==> config.mk <==
export PLATFORM = sky130hd
export DESIGN_NAME = irq_enable_flag_bank
export DESIGN_NICKNAME = d
export VERILOG_FILES = /design/src/logic/irq_bank_pkg.sv /design/src/logic/irq_enable_flag_bank.sv /design/src/logic/flag_pair_reg.sv /design/src/logic/irq_status_block.sv
export VERILOG_INCLUDE_DIRS = /design/src /design/src/logic
export SDC_FILE = /design/constraint.sdc
export NUM_CORES = 1
export LEC_CHECK = 0
export BUFFER_PORTS_ARGS = -buffer_cell sky130_fd_sc_hd__buf_2
export CAP_MARGIN = 20
export CORE_ASPECT_RATIO = 1.1
export CORE_MARGIN = 5
export CORE_UTILIZATION = 40
export CTS_CLUSTER_DIAMETER = 150
export DETAILED_ROUTE_END_ITERATION = 8
export PLACE_DENSITY = 0.74
export SLEW_MARGIN = 0
export SYNTH_ARGS = -nofsm -noshare
export SYNTH_HDL_FRONTEND = slang
export SYNTH_SLANG_ARGS = --single-unit
==> constraint.sdc <==
create_clock -name core_clk -period 2.8 [get_ports core_clk]
set_input_delay 0.56 -clock core_clk [delete_from_list [all_inputs] [get_ports core_clk]]
set_output_delay 0.56 -clock core_clk [all_outputs]
set_load 0.01 [all_outputs]
==> src/logic/irq_bank_regs.svh <==
// Purpose: register offsets, field positions and reset values of the interrupt flag bank
// Assumes: 32-bit Avalon-MM data with byte addressing, byte addresses below
// Notes:   definitions only, no logic
`ifndef IRQ_BANK_REGS_SVH
`define IRQ_BANK_REGS_SVH

// byte offsets of the registers
`define OFS_PRIMARY_CTRL3    6'h00
`define OFS_MULTIFN_CTRL0    6'h04
`define OFS_MULTIFN_CTRL5    6'h18
`define OFS_CORE_CTRL        6'h1C
`define OFS_IRQ_STATUS       6'h20
`define OFS_IRQ_CLEAR        6'h24
`define OFS_IRQ_ENABLE       6'h28
`define OFS_VECTOR_STATUS    6'h2C

// number of flag/enable banks: primary plus six multi-function
`define NUM_BANKS            7
`define BANK_PRIMARY         3'h0

// flag nibble sits in bits 7..4, enable nibble in bits 3..0
`define FLAG_MSB             7
`define FLAG_LSB             4
`define EN_MSB               3
`define EN_LSB               0

// implemented pairs per bank, one bit per flag/enable pair
`define IMPL_FULL            4'hF
`define IMPL_LOW_PAIR        4'h3

// reset values
`define RST_BANK             8'h00
`define RST_GLOBAL_EN        1'h0
`define RST_IRQ_BITS         2'h0

// core control and block-status field positions
`define CORE_GLOBAL_EN_BIT   0
`define STAT_TAKEN_BIT       0
`define STAT_NEWREQ_BIT      1

`endif

==> src/logic/irq_bank_pkg.sv <==
// Purpose: shared types of the interrupt flag bank
// Assumes: constants live in irq_bank_regs.svh
// Notes:   nothing here is imported; users write irq_bank_pkg::name
package irq_bank_pkg;

    // one 8-bit flag/enable register image
    typedef logic [7:0] bank_reg_t;

    // vector chosen among the primary sources of this bank
    typedef enum logic [1:0] {
        SRC_EXT_PIN2 = 2'b00,
        SRC_EXT_PIN3 = 2'b01,
        SRC_MULTIFN4 = 2'b10,
        SRC_MULTIFN5 = 2'b11
    } irq_src_t;

endpackage : irq_bank_pkg

==> src/logic/irq_enable_flag_bank.sv <==
// Purpose: primary control register 3 and multi-function registers 0..5 of the
//          interrupt controller, with global enable and a request to the core
// Assumes: event inputs are one-cycle pulses from logic on core_clk
// Notes:   registers sit on Avalon-MM with one wait state per access
//
// The address map and register access over Avalon-MM are this design's own decisions.
`timescale 1ns/1ps
`default_nettype none
`include "irq_bank_regs.svh"

// Functional notes
// - primary bits 7..4 hold request flags
// - primary bits 3..0 hold matching enables
// - bank 0 flags: timer0 compare matches
// - bank 0 enables: timer0 compare matches
// - bank 1 flags: timer1 compare matches
// - bank 1 enables: timer1 compare matches
// - bank 2: periodic timer2 flags and enables
// - banks 2, 5 unused bits read zero
// - bank 3 flags: serial, spi, eeprom, low-voltage
// - bank 3 enables for same four sources
// - bank 4 flags: std timer2, periodic timer3
// - bank 4 enables for same four sources
// - bank 5: uart1 and uart0 flags, enables
// - flags set regardless; jump needs enable
// - global enable off blocks every core request; bank_irq ignores it
// - taking an interrupt clears global enable
module irq_enable_flag_bank (
    // clock and reset
    input  wire logic                       core_clk,
    input  wire logic                       rst_b,
    // avalon-mm slave
    input  wire logic [5:0]                 avs_address,
    input  wire logic                       avs_read,
    input  wire logic                       avs_write,
    input  wire logic [31:0]                avs_writedata,
    input  wire logic [3:0]                 avs_byteenable,
    output logic      [31:0]                avs_readdata,
    output logic                            avs_waitrequest,
    // primary sources
    input  wire logic                       ext_pin2_evt,
    input  wire logic                       ext_pin3_evt,
    // multi-function sources, [3] feeds flag bit 7
    input  wire logic [3:0]                 multifn0_evt,
    input  wire logic [3:0]                 multifn1_evt,
    input  wire logic [1:0]                 multifn2_evt,
    input  wire logic [3:0]                 multifn3_evt,
    input  wire logic [3:0]                 multifn4_evt,
    input  wire logic [1:0]                 multifn5_evt,
    // core vectoring
    input  wire logic                       irq_take,
    output logic                            irq_req,
    output irq_bank_pkg::irq_src_t          irq_src,
    output logic                            global_irq_en,
    output logic [3:0]                      multifn_hit,
    // block interrupt
    output logic                            bank_irq
);

    // ---------------------------------------------------------------
    // declarations
    // ---------------------------------------------------------------
    irq_bank_pkg::bank_reg_t bank_val [`NUM_BANKS];   // register images
    logic [3:0]              bank_set [`NUM_BANKS];   // set events per bank
    logic [`NUM_BANKS-1:0]   bank_wr;                 // write strobe per bank
    logic [`NUM_BANKS-1:0]   bank_hit;                // flag-and-enable per bank
    logic                    acc_ack;                 // high in the answering cycle
    logic                    acc_req;                 // a request is on the bus
    logic                    wr_fire;                 // write takes effect now
    logic                    lane0;                   // low byte lane enabled
    logic [3:0]              prim_pend;               // enabled primary requests
    logic                    take_ok;                 // core takes a live request
    logic [1:0]              blk_evt;                 // block events
    logic [1:0]              blk_status;              // block sticky status
    logic [1:0]              blk_enable;              // block enable mask
    logic [7:0]              prim_flags_q;            // primary flags, last cycle
    logic [31:0]             next_readdata;           // read mux output
    irq_bank_pkg::irq_src_t  next_irq_src;            // priority pick

    // map a byte address to a bank index, or NUM_BANKS when it is no bank
    function automatic logic [2:0] bank_index(input logic [5:0] addr);
        logic [5:0] rel;
        rel = addr - `OFS_PRIMARY_CTRL3;
        if (addr[1:0] == 2'h0 && addr <= `OFS_MULTIFN_CTRL5) begin
            bank_index = rel[4:2];
        end else begin
            bank_index = 3'(`NUM_BANKS);
        end
    endfunction : bank_index

    // ---------------------------------------------------------------
    // bus handshake
    // ---------------------------------------------------------------

    assign acc_req = avs_read | avs_write;

    // one wait state: the first cycle of a request is held off, the
    // second answers; this keeps read data registered
    always_ff @(posedge core_clk or negedge rst_b) begin
        if (!rst_b) begin
            acc_ack <= 1'b0;
        end else begin
            acc_ack <= acc_req & ~acc_ack;
        end
    end

    assign avs_waitrequest = acc_req & ~acc_ack;
    assign lane0           = avs_byteenable[0];
    // only the low lane carries register bits, so writes need it
    assign wr_fire         = avs_write & acc_ack & lane0;

    // write strobe per bank, decoded once through the shared function
    // software writes every bank
    generate
        for (genvar b = 0; b < `NUM_BANKS; b++) begin : g_wr
            assign bank_wr[b] = wr_fire && (bank_index(avs_address) == 3'(b));
        end
    endgenerate

    // ---------------------------------------------------------------
    // set events into each bank
    // ---------------------------------------------------------------

    // enabled bank 4 and 5 requests raise primary flags
    // primary flags from pins and banks
    assign bank_set[0] = {bank_hit[6], bank_hit[5], ext_pin3_evt, ext_pin2_evt};
    assign bank_set[1] = multifn0_evt;
    assign bank_set[2] = multifn1_evt;
    // periodic timer2 in the low pair
    assign bank_set[3] = {2'h0, multifn2_evt};
    assign bank_set[4] = multifn3_evt;
    assign bank_set[5] = multifn4_evt;
    // uart1 and uart0 in the low pair
    assign bank_set[6] = {2'h0, multifn5_evt};

    // banks 0..3 feed primary flags held elsewhere
    assign multifn_hit = bank_hit[4:1];

    // ---------------------------------------------------------------
    // the seven flag/enable registers
    // ---------------------------------------------------------------
    // enables in bits 3..0 of every bank
    // serial group enables, timer group enables
    // flags set whatever the enable holds
    generate
        for (genvar b = 0; b < `NUM_BANKS; b++) begin : g_bank
            // banks 2 and 5 keep only the low pair
            localparam logic [3:0] IMPL = (b == 3 || b == 6) ? `IMPL_LOW_PAIR : `IMPL_FULL;
            flag_pair_reg #(
                .IMPL    (IMPL)
            ) u_bank (
                .core_clk (core_clk),
                .rst_b    (rst_b),
                .wr_en    (bank_wr[b]),
                .wr_data  (avs_writedata[7:0]),
                .set_evt  (bank_set[b]),
                .value    (bank_val[b]),
                .hit      (bank_hit[b])
            );
        end
    endgenerate

    // ---------------------------------------------------------------
    // global enable and core request
    // ---------------------------------------------------------------

    // primary requests with their own enable; flag bit 4+i pairs enable i
    // a vector needs flag and enable
    assign prim_pend = bank_val[`BANK_PRIMARY][`FLAG_MSB:`FLAG_LSB]
                     & bank_val[`BANK_PRIMARY][`EN_MSB:`EN_LSB];

    // the core may only take what is offered and still allowed
    assign take_ok = irq_take & irq_req & global_irq_en;

    // global enable: software sets or clears, taking an interrupt clears;
    // the take wins so a same-cycle write cannot reopen nesting
    always_ff @(posedge core_clk or negedge rst_b) begin
        if (!rst_b) begin
            global_irq_en <= `RST_GLOBAL_EN;
        end else if (take_ok) begin
            global_irq_en <= 1'b0;
        end else if (wr_fire && avs_address == `OFS_CORE_CTRL) begin
            global_irq_en <= avs_writedata[`CORE_GLOBAL_EN_BIT];
        end
    end

    // fixed priority, lowest pair first: pin 2, pin 3, bank 4, bank 5
    always_comb begin
        next_irq_src = irq_bank_pkg::SRC_EXT_PIN2;
        if (prim_pend[0]) begin
            next_irq_src = irq_bank_pkg::SRC_EXT_PIN2;
        end else if (prim_pend[1]) begin
            next_irq_src = irq_bank_pkg::SRC_EXT_PIN3;
        end else if (prim_pend[2]) begin
            next_irq_src = irq_bank_pkg::SRC_MULTIFN4;
        end else if (prim_pend[3]) begin
            next_irq_src = irq_bank_pkg::SRC_MULTIFN5;
        end
    end

    // request to the core, registered; dropped at once after a take so
    // the core never sees a second request from the same cycle
    always_ff @(posedge core_clk or negedge rst_b) begin
        if (!rst_b) begin
            irq_req <= 1'b0;
            irq_src <= irq_bank_pkg::SRC_EXT_PIN2;
        end else begin
            irq_req <= global_irq_en & ~take_ok & (|prim_pend);
            irq_src <= next_irq_src;
        end
    end

    // ---------------------------------------------------------------
    // block interrupt: taken and new-primary-flag events
    // ---------------------------------------------------------------

    // remember primary flags to spot a fresh request
    always_ff @(posedge core_clk or negedge rst_b) begin
        if (!rst_b) begin
            prim_flags_q <= `RST_BANK;
        end else begin
            prim_flags_q <= bank_val[`BANK_PRIMARY];
        end
    end

    assign blk_evt[`STAT_TAKEN_BIT]  = take_ok;
    assign blk_evt[`STAT_NEWREQ_BIT] = |(bank_val[`BANK_PRIMARY][`FLAG_MSB:`FLAG_LSB]
                                       & ~prim_flags_q[`FLAG_MSB:`FLAG_LSB]);

    irq_status_block #(
        .W        (2)
    ) u_status (
        .core_clk (core_clk),
        .rst_b    (rst_b),
        .evt      (blk_evt),
        .clr_wr   (wr_fire && avs_address == `OFS_IRQ_CLEAR),
        .en_wr    (wr_fire && avs_address == `OFS_IRQ_ENABLE),
        .wr_data  (avs_writedata[1:0]),
        .status   (blk_status),
        .enable   (blk_enable),
        .irq      (bank_irq)
    );

    // ---------------------------------------------------------------
    // read path
    // ---------------------------------------------------------------

    // read mux; unmapped and write-only addresses read zero
    always_comb begin
        next_readdata = 32'h0000_0000;
        if (bank_index(avs_address) != 3'(`NUM_BANKS)) begin
            // unused bits already zero in the image
            next_readdata[7:0] = bank_val[bank_index(avs_address)];
        end else begin
            case (avs_address)
                `OFS_CORE_CTRL: begin
                    next_readdata[`CORE_GLOBAL_EN_BIT] = global_irq_en;
                end
                `OFS_IRQ_STATUS: begin
                    next_readdata[1:0] = blk_status;
                end
                `OFS_IRQ_ENABLE: begin
                    next_readdata[1:0] = blk_enable;
                end
                `OFS_VECTOR_STATUS: begin
                    next_readdata[2:0] = {irq_src, irq_req};
                end
                default: begin
                    next_readdata = 32'h0000_0000;
                end
            endcase
        end
    end

    // capture in the held-off cycle so data stand at the answering edge
    always_ff @(posedge core_clk or negedge rst_b) begin
        if (!rst_b) begin
            avs_readdata <= 32'h0000_0000;
        end else if (avs_read && !acc_ack) begin
            avs_readdata <= next_readdata;
        end
    end

endmodule : irq_enable_flag_bank
`default_nettype wire

==> src/logic/flag_pair_reg.sv <==
// Purpose: one register of four request flags (7..4) and four enables (3..0)
// Assumes: set events come from logic on core_clk
// Notes:   unimplemented pairs read as zero and ignore writes
`timescale 1ns/1ps
`default_nettype none
`include "irq_bank_regs.svh"

module flag_pair_reg #(
    parameter logic [3:0] IMPL = `IMPL_FULL   // which flag/enable pairs exist
) (
    // clock and reset
    input  wire logic                      core_clk,
    input  wire logic                      rst_b,
    // software side
    input  wire logic                      wr_en,      // write strobe, one cycle
    input  wire logic [7:0]                wr_data,    // value written
    // hardware side
    input  wire logic [3:0]                set_evt,    // flag set, [3] is bit 7
    output irq_bank_pkg::bank_reg_t        value,      // register image
    output logic                           hit         // some flag and its enable both set
);

    logic [3:0] flags;   // request flags
    logic [3:0] enables; // enable bits

    // flags: software may write, a set event in the same cycle wins
    always_ff @(posedge core_clk or negedge rst_b) begin
        if (!rst_b) begin
            flags <= 4'(`RST_BANK >> 4);
        end else if (wr_en) begin
            flags <= (wr_data[`FLAG_MSB:`FLAG_LSB] | set_evt) & IMPL;
        end else begin
            flags <= (flags | set_evt) & IMPL;
        end
    end

    // enables: software only
    always_ff @(posedge core_clk or negedge rst_b) begin
        if (!rst_b) begin
            enables <= 4'h0;
        end else if (wr_en) begin
            enables <= wr_data[`EN_MSB:`EN_LSB] & IMPL;
        end
    end

    assign value = {flags, enables};
    assign hit   = |(flags & enables);

endmodule : flag_pair_reg
`default_nettype wire

==> src/logic/irq_status_block.sv <==
// Purpose: sticky block-event status, write-one-to-clear, enable mask, one level irq
// Assumes: events are one-cycle pulses on core_clk
// Notes:   an event in the cycle of its clear stays set
`timescale 1ns/1ps
`default_nettype none

module irq_status_block #(
    parameter int W = 2   // number of event bits
) (
    // clock and reset
    input  wire logic          core_clk,
    input  wire logic          rst_b,
    // events
    input  wire logic [W-1:0]  evt,       // one-cycle event pulses
    // software side
    input  wire logic          clr_wr,    // write to the clear register
    input  wire logic          en_wr,     // write to the enable register
    input  wire logic [W-1:0]  wr_data,   // written bits
    output logic      [W-1:0]  status,    // sticky status
    output logic      [W-1:0]  enable,    // enable mask
    output logic               irq        // level interrupt
);

    // status: set beats clear
    always_ff @(posedge core_clk or negedge rst_b) begin
        if (!rst_b) begin
            status <= '0;
        end else begin
            status <= (status & ~(clr_wr ? wr_data : '0)) | evt;
        end
    end

    // enable mask
    always_ff @(posedge core_clk or negedge rst_b) begin
        if (!rst_b) begin
            enable <= '0;
        end else if (en_wr) begin
            enable <= wr_data;
        end
    end

    assign irq = |(status & enable);

endmodule : irq_status_block
`default_nettype wire

==> results of run 1 <==
[per-layer routing]
metal	vias up	share of wire, %	global-route usage, %	wire (um)
met5	-	0	0	0
met2	84	48	27.14	4335
met1	1321	43	21.47	3863
li1	1256	-	-	-
met4	0	2.5	8.181	225
met3	19	5.9	3.363	530
[through the flow]
| step | power, mW | worst slack, ns | utilization, % | area (sq um) |
|---|---|---|---|---|
| CTS | 2.177 | 0.6911 | 46.71 | 4124 |
| global placement | 1.308 | 0.3495 | 44.37 | 3918 |
| finish | 2.166 | 0.6660 | 46.71 | 4124 |
| global route | 2.240 | 0.5843 | 46.71 | 4124 |
| detailed placement | 1.315 | 0.3265 | 44.37 | 3918 |
| floorplan | 1.233 | 0.5436 | - | 3699 |
[critical path: stages]
cell	delay (ns)
buf_2	0.17
or4_1	0.74
nor4_2	0.30
buf_4	0.24
mux2_2	0.35
[final timing paths]
kind	from	endpoint	slack, ns	cells after the start
max	avs_address[4]	g_bank[1].u_bank.enables[2]	0.67	5
max reg2reg	acc_ack	avs_readdata[7]	0.88	4
min in group core_clk	ext_pin3_evt	g_bank[0].u_bank.flags[1]	0.39	2
min	rst_b	g_bank[0].u_bank.flags[0]	0.22	1
max in group asynchronous	rst_b	g_bank[3].u_bank.flags[1]	1.92	2
min reg2reg	acc_ack	acc_ack	0.49	1
[power groups by stage]
| stage | logic [mW] | registers, mW | clock network, mW |
|---|---|---|---|
| 2_1_floorplan | 0.163 | 1.07 | 0 |
| 3_3_place_gp | 0.239 | 1.07 | 0 |
| 3_5_place_dp | 0.244 | 1.07 | 0 |
| 4_1_cts | 0.245 | 1.05 | 0.880 |
| 5_1_grt | 0.269 | 1.06 | 0.915 |
| 6_report | 0.243 | 1.05 | 0.871 |
[synth_stat cells (4+ instances only)]
master     number  area [sq um]
nor2_1         10         37.54
mux2i_1        17         170.2
buf_4          32         240.2
clkbuf_1        8         30.03
o21ai_0        19         95.09
nand3_1         5         25.02
mux2_2         25         281.5
a211o_1        23         201.4
dfrtp_1        69          1727
inv_1          13         48.80
nor2b_1        17         106.4
o2bb2ai_1       4         35.03
a21oi_1         8         40.04
nand2_1        18         67.56
a22oi_1        12         90.09
[area by class of cell]
class,instances,area (sq um)
Multi-Input combinational cell,220,1609
Inverter,13,48.80
Clock inverter,5,75.07
Clock buffer,11,131.4
Fill cell,845,4705
Sequential cell,69,1727
Timing Repair Buffer,70,390.4
Tap cell,114,142.6
[cell families after synthesis]
family	synth area share (%)
flip-flops	47.80
multiplexers	13.75
AO/OA/AOI/OAI	16.73
other	0.1038
AND/OR/NAND/NOR	11.57
buffers and inverters	10.05
[sequential cells by signal, indices dropped and copies added, names as in the netlist]
signal,count
irq_src,2
irq_req,1
u_status.status,2
g_bank.u_bank.enables,24
g_bank.u_bank.flags,24
prim_flags_q,4
global_irq_en,1
avs_readdata,8
acc_ack,1
u_status.enable,2
==> results.cfg, run 1 <==
[timing]
maxSlewViolCount = 0
fin_crit_sh_pct = 76.22
min_period_ns = 2.134
fmax_mhz = 468.6
slew_headroom_pct = 52.49
tightestPinTransition_ns = 0.7062
whs_ns = 0.2194
rsz0062_at_grt = no
finalClockSkew_ns = 0.01447
hold_viol_final = 0
fin_setup_tns_ns = 0
setup_viol = 0

[power_and_ir_drop]
p_int_mw = 1.620
powerDensity_nw_per_um2 = 525.2
sw_frac_of_total_pct = 25.19
ir_drop_mv = 0.2379
share_comb_of_total_power_pct = 11.2
leakage_nw = 1.881
clock_power_share_pct = 40.2
pwr-share-seq_pct = 48.6
netSwitchingPower_mw = 0.5456

[clocking]
cts_tree = yes
postCtsHoldBufs = 0
clock_path_buffers = 2
cts_resized = 0
clk_latency_ns = 0.36
postCtsSetupBuffers = 0
htree_levels = 3
cts_sinks = 69
clkTransAtPathRegs_ns = 0.07
cts_made_buffers = 9
root_buffer = clkbuf_8

[drt]
avgRoutedWirePerCell_um = 17.84
vias = 2680
postRouteAntennaNets = 0
wirelength_mm = 8.954
dr.pass1.iters = 4
viasPerCell = 5.339
initialDrtViolationCount = 107
drc = 0

[setup_path]
worstSetupStartpointType = input port
endpoint_kind = register
critPathArrivalTime_ns = 2.37
criticalPathCategory = input port to register
worst-endpoint-required_ns = 3.03
cp_max_fo = 12

[die]
io_pins = 111
start_util_pct = 40.92
die_y_um = 109.7
coreArea_sq_um = 8828
dieArea_sq_um = 11030
fp.dieW_um = 100.6
num_rows = 36

[synth]
synth-seq-cells = 69
yosys_most_used_dff = dfrtp_1
yosysUniqueCellTypes = 42
seq_area_frac_synth_pct = 47.80
syn_inst = 324
synth-edff-count = 0
syn_area_sq_um = 3612
async_reset_ff_share_pct = 100.0
syn_avg_cell_area_sq_um = 11.15
yosys_warnings = 0

[global_route]
grt_max_degree = 45
grt_first_pass_wirelength_mm = 14.19
antenna_found_initial = 0
overflow = 0
grt_util_all_layers_pct = 16.79
grt_pass1_vias = 2760

[finish]
stdcell_count = 502
final_cell_mix = dfrtp_1 (69), buf_2 (59), mux2_2 (25), conb_1 (24), a211o_1 (23)
area_growth_pct = 14.17
fin_nets = 452
mostFrequentLayoutCell = dfrtp_1
diodes = 0
drive_gt1_share_pct = 30.41

[outcome]
outcome = completed

[flow_run]
cap_violations = 0

[place]
gp_congestion = 0.8728
hpwlAfterDp_mm = 6.808
io_buffers = 59
place_inst = 486

[worst_hold_path]
hp-class = input port to async pin
No activity file was read; power rests on OpenSTA's default activity.
==> inputs of run 2 (changes only) <==
clock period = 2.1 ns   (was 2.8 ns; I/O delays follow)
==> run 2 against run 1 <==
- via count grew 4.3%
- die area did not move
- sequential power rose by 33%
- sequential cell count stayed put
- highest routed layer unchanged
- count of clock-buffer cells in the layout rose by 1
- routed wire length is 3.3% higher
- global-route usage rose by 0.48 points
==> results.cfg, run 2 (synthesis results as in run 1) <==
[outcome]
outcome = completed

[timing]
hold_viol_final = 0
rsz0062_at_grt = no
slew_headroom_pct = 61.15
tightestPinTransition_ns = 0.5828
setup_viol = 0
min_period_ns = 1.801
worst_slack_ns = 0.2994
fmax_mhz = 555.4
maxSlewViolCount = 0
fin_crit_sh_pct = 85.74
finalClockSkew_ns = 0.009406

[clocking]
clock_path_buffers = 2
htree_levels = 3
root_buffer = clkbuf_8
cts_sinks = 69
postCtsHoldBufs = 0
postCtsSetupBuffers = 0
clkTransAtPathRegs_ns = 0.07
cts_resized = 0
clk_latency_ns = 0.35
cts_made_buffers = 9
cts_tree = yes

[power_and_ir_drop]
total_power_mw = 2.822
ir_drop_mv = 0.2926
powerDensity_nw_per_um2 = 661.5
leakage_nw = 1.962

[die]
dieArea_sq_um = 11030
fp.dieW_um = 100.6
num_rows = 36
coreArea_sq_um = 8828
die_y_um = 109.7
start_util_pct = 40.92
io_pins = 111

[setup_path]
criticalPathCategory = input port to register
worstSetupStartpointType = input port
worst-endpoint-required_ns = 2.34
critPathArrivalTime_ns = 2.04
endpoint_kind = register
timing.rr.end = g_bank[4].u_bank.flags[1]
cp_max_fo = 11
reg2reg_slack_ns = 0.39
ff2ff_path_depth = 5
r2r-start = acc_ack

[finish]
final_cell_mix = dfrtp_1 (69), buf_2 (59), buf_4 (26), conb_1 (24), a211o_1 (23)
diodes = 0
mostFrequentLayoutCell = dfrtp_1
fin_nets = 469
stdcell_count = 519
utilization_pct = 48.31
drive_gt1_share_pct = 33.33
area_growth_pct = 18.08
reg.largest.list = g_bank.u_bank.enables (24), g_bank.u_bank.flags (24), avs_readdata (8)

[global_route]
grt_max_degree = 34
grt_util_all_layers_pct = 17.27
antenna_found_initial = 0
grt_pass1_vias = 2843
overflow = 0
grt_first_pass_wirelength_mm = 14.59

[place]
gp_congestion = 0.8579
place_inst = 503
place_ws_ns = -0.06078
io_buffers = 59
hpwlAfterDp_mm = 6.974

[drt]
vias = 2796
dr.pass1.iters = 4
wirelength_mm = 9.248
avgRoutedWirePerCell_um = 17.82
viasPerCell = 5.387
postRouteAntennaNets = 0
drc = 0
initialDrtViolationCount = 174

[flow_run]
cap_violations = 0

[worst_hold_path]
hp-class = input port to async pin
==> run 2: stage by stage <==
step	cell area (sq um)	TNS (ns)	hold WS, ns
after global routing	4265	0	0.1009
final	4265	0	0.06297
after detailed placement	4073	-0.8120	0.4483
after CTS	4265	0	0.07285
after global placement	4073	-0.2254	0.4426
after floorplan	3714	0	0.1244
==> run 2: power by group <==
group | internal [mW] | total, mW | switching [mW]
clock | 0.578 | 1.07 | 0.492
sequential | 1.37 | 1.40 | 0.0333
combinational | 0.142 | 0.348 | 0.206
total | 2.09 | 2.82 | 0.732
==> run 2: worst max-delay path by stage <==
stage / to / from / cells after the start / slack (ns)
2_1_floorplan: g_bank[0].u_bank.enables[1] / avs_address[4] / 5 / 0.05
3_3_place_gp: g_bank[1].u_bank.enables[1] / avs_address[4] / 6 / -0.03
3_5_place_dp: g_bank[2].u_bank.enables[0] / avs_address[4] / 6 / -0.06
4_1_cts: g_bank[2].u_bank.enables[0] / avs_address[4] / 6 / 0.30
5_1_grt: g_bank[2].u_bank.enables[2] / avs_address[4] / 6 / 0.22
6_report: g_bank[2].u_bank.enables[0] / avs_address[4] / 6 / 0.30
==> run 2: area by class of cell <==
class,count,area (sq um)
Inverter,13,48.80
Sequential cell,69,1727
Multi-Input combinational cell,220,1624
Fill cell,819,4563
Tap cell,114,142.6
Timing Repair Buffer,87,530.5
Clock inverter,4,47.55
Clock buffer,12,145.1
==> run 2: routing by layer <==
layer	vias to the layer above	part of all wire [%]	track usage [%]
li1	1284	-	-
met1	1374	40	20.98
met2	116	48	28.27
met3	22	8.3	4.124
met4	0	3.4	9.336
met5	-	0	0
==> run 2: critical path: stages <==
cell and delay, ns:
buf_2 0.11, or4_1 0.52, buf_4 0.19, nor4_2 0.21, buf_4 0.23, mux2_2 0.35
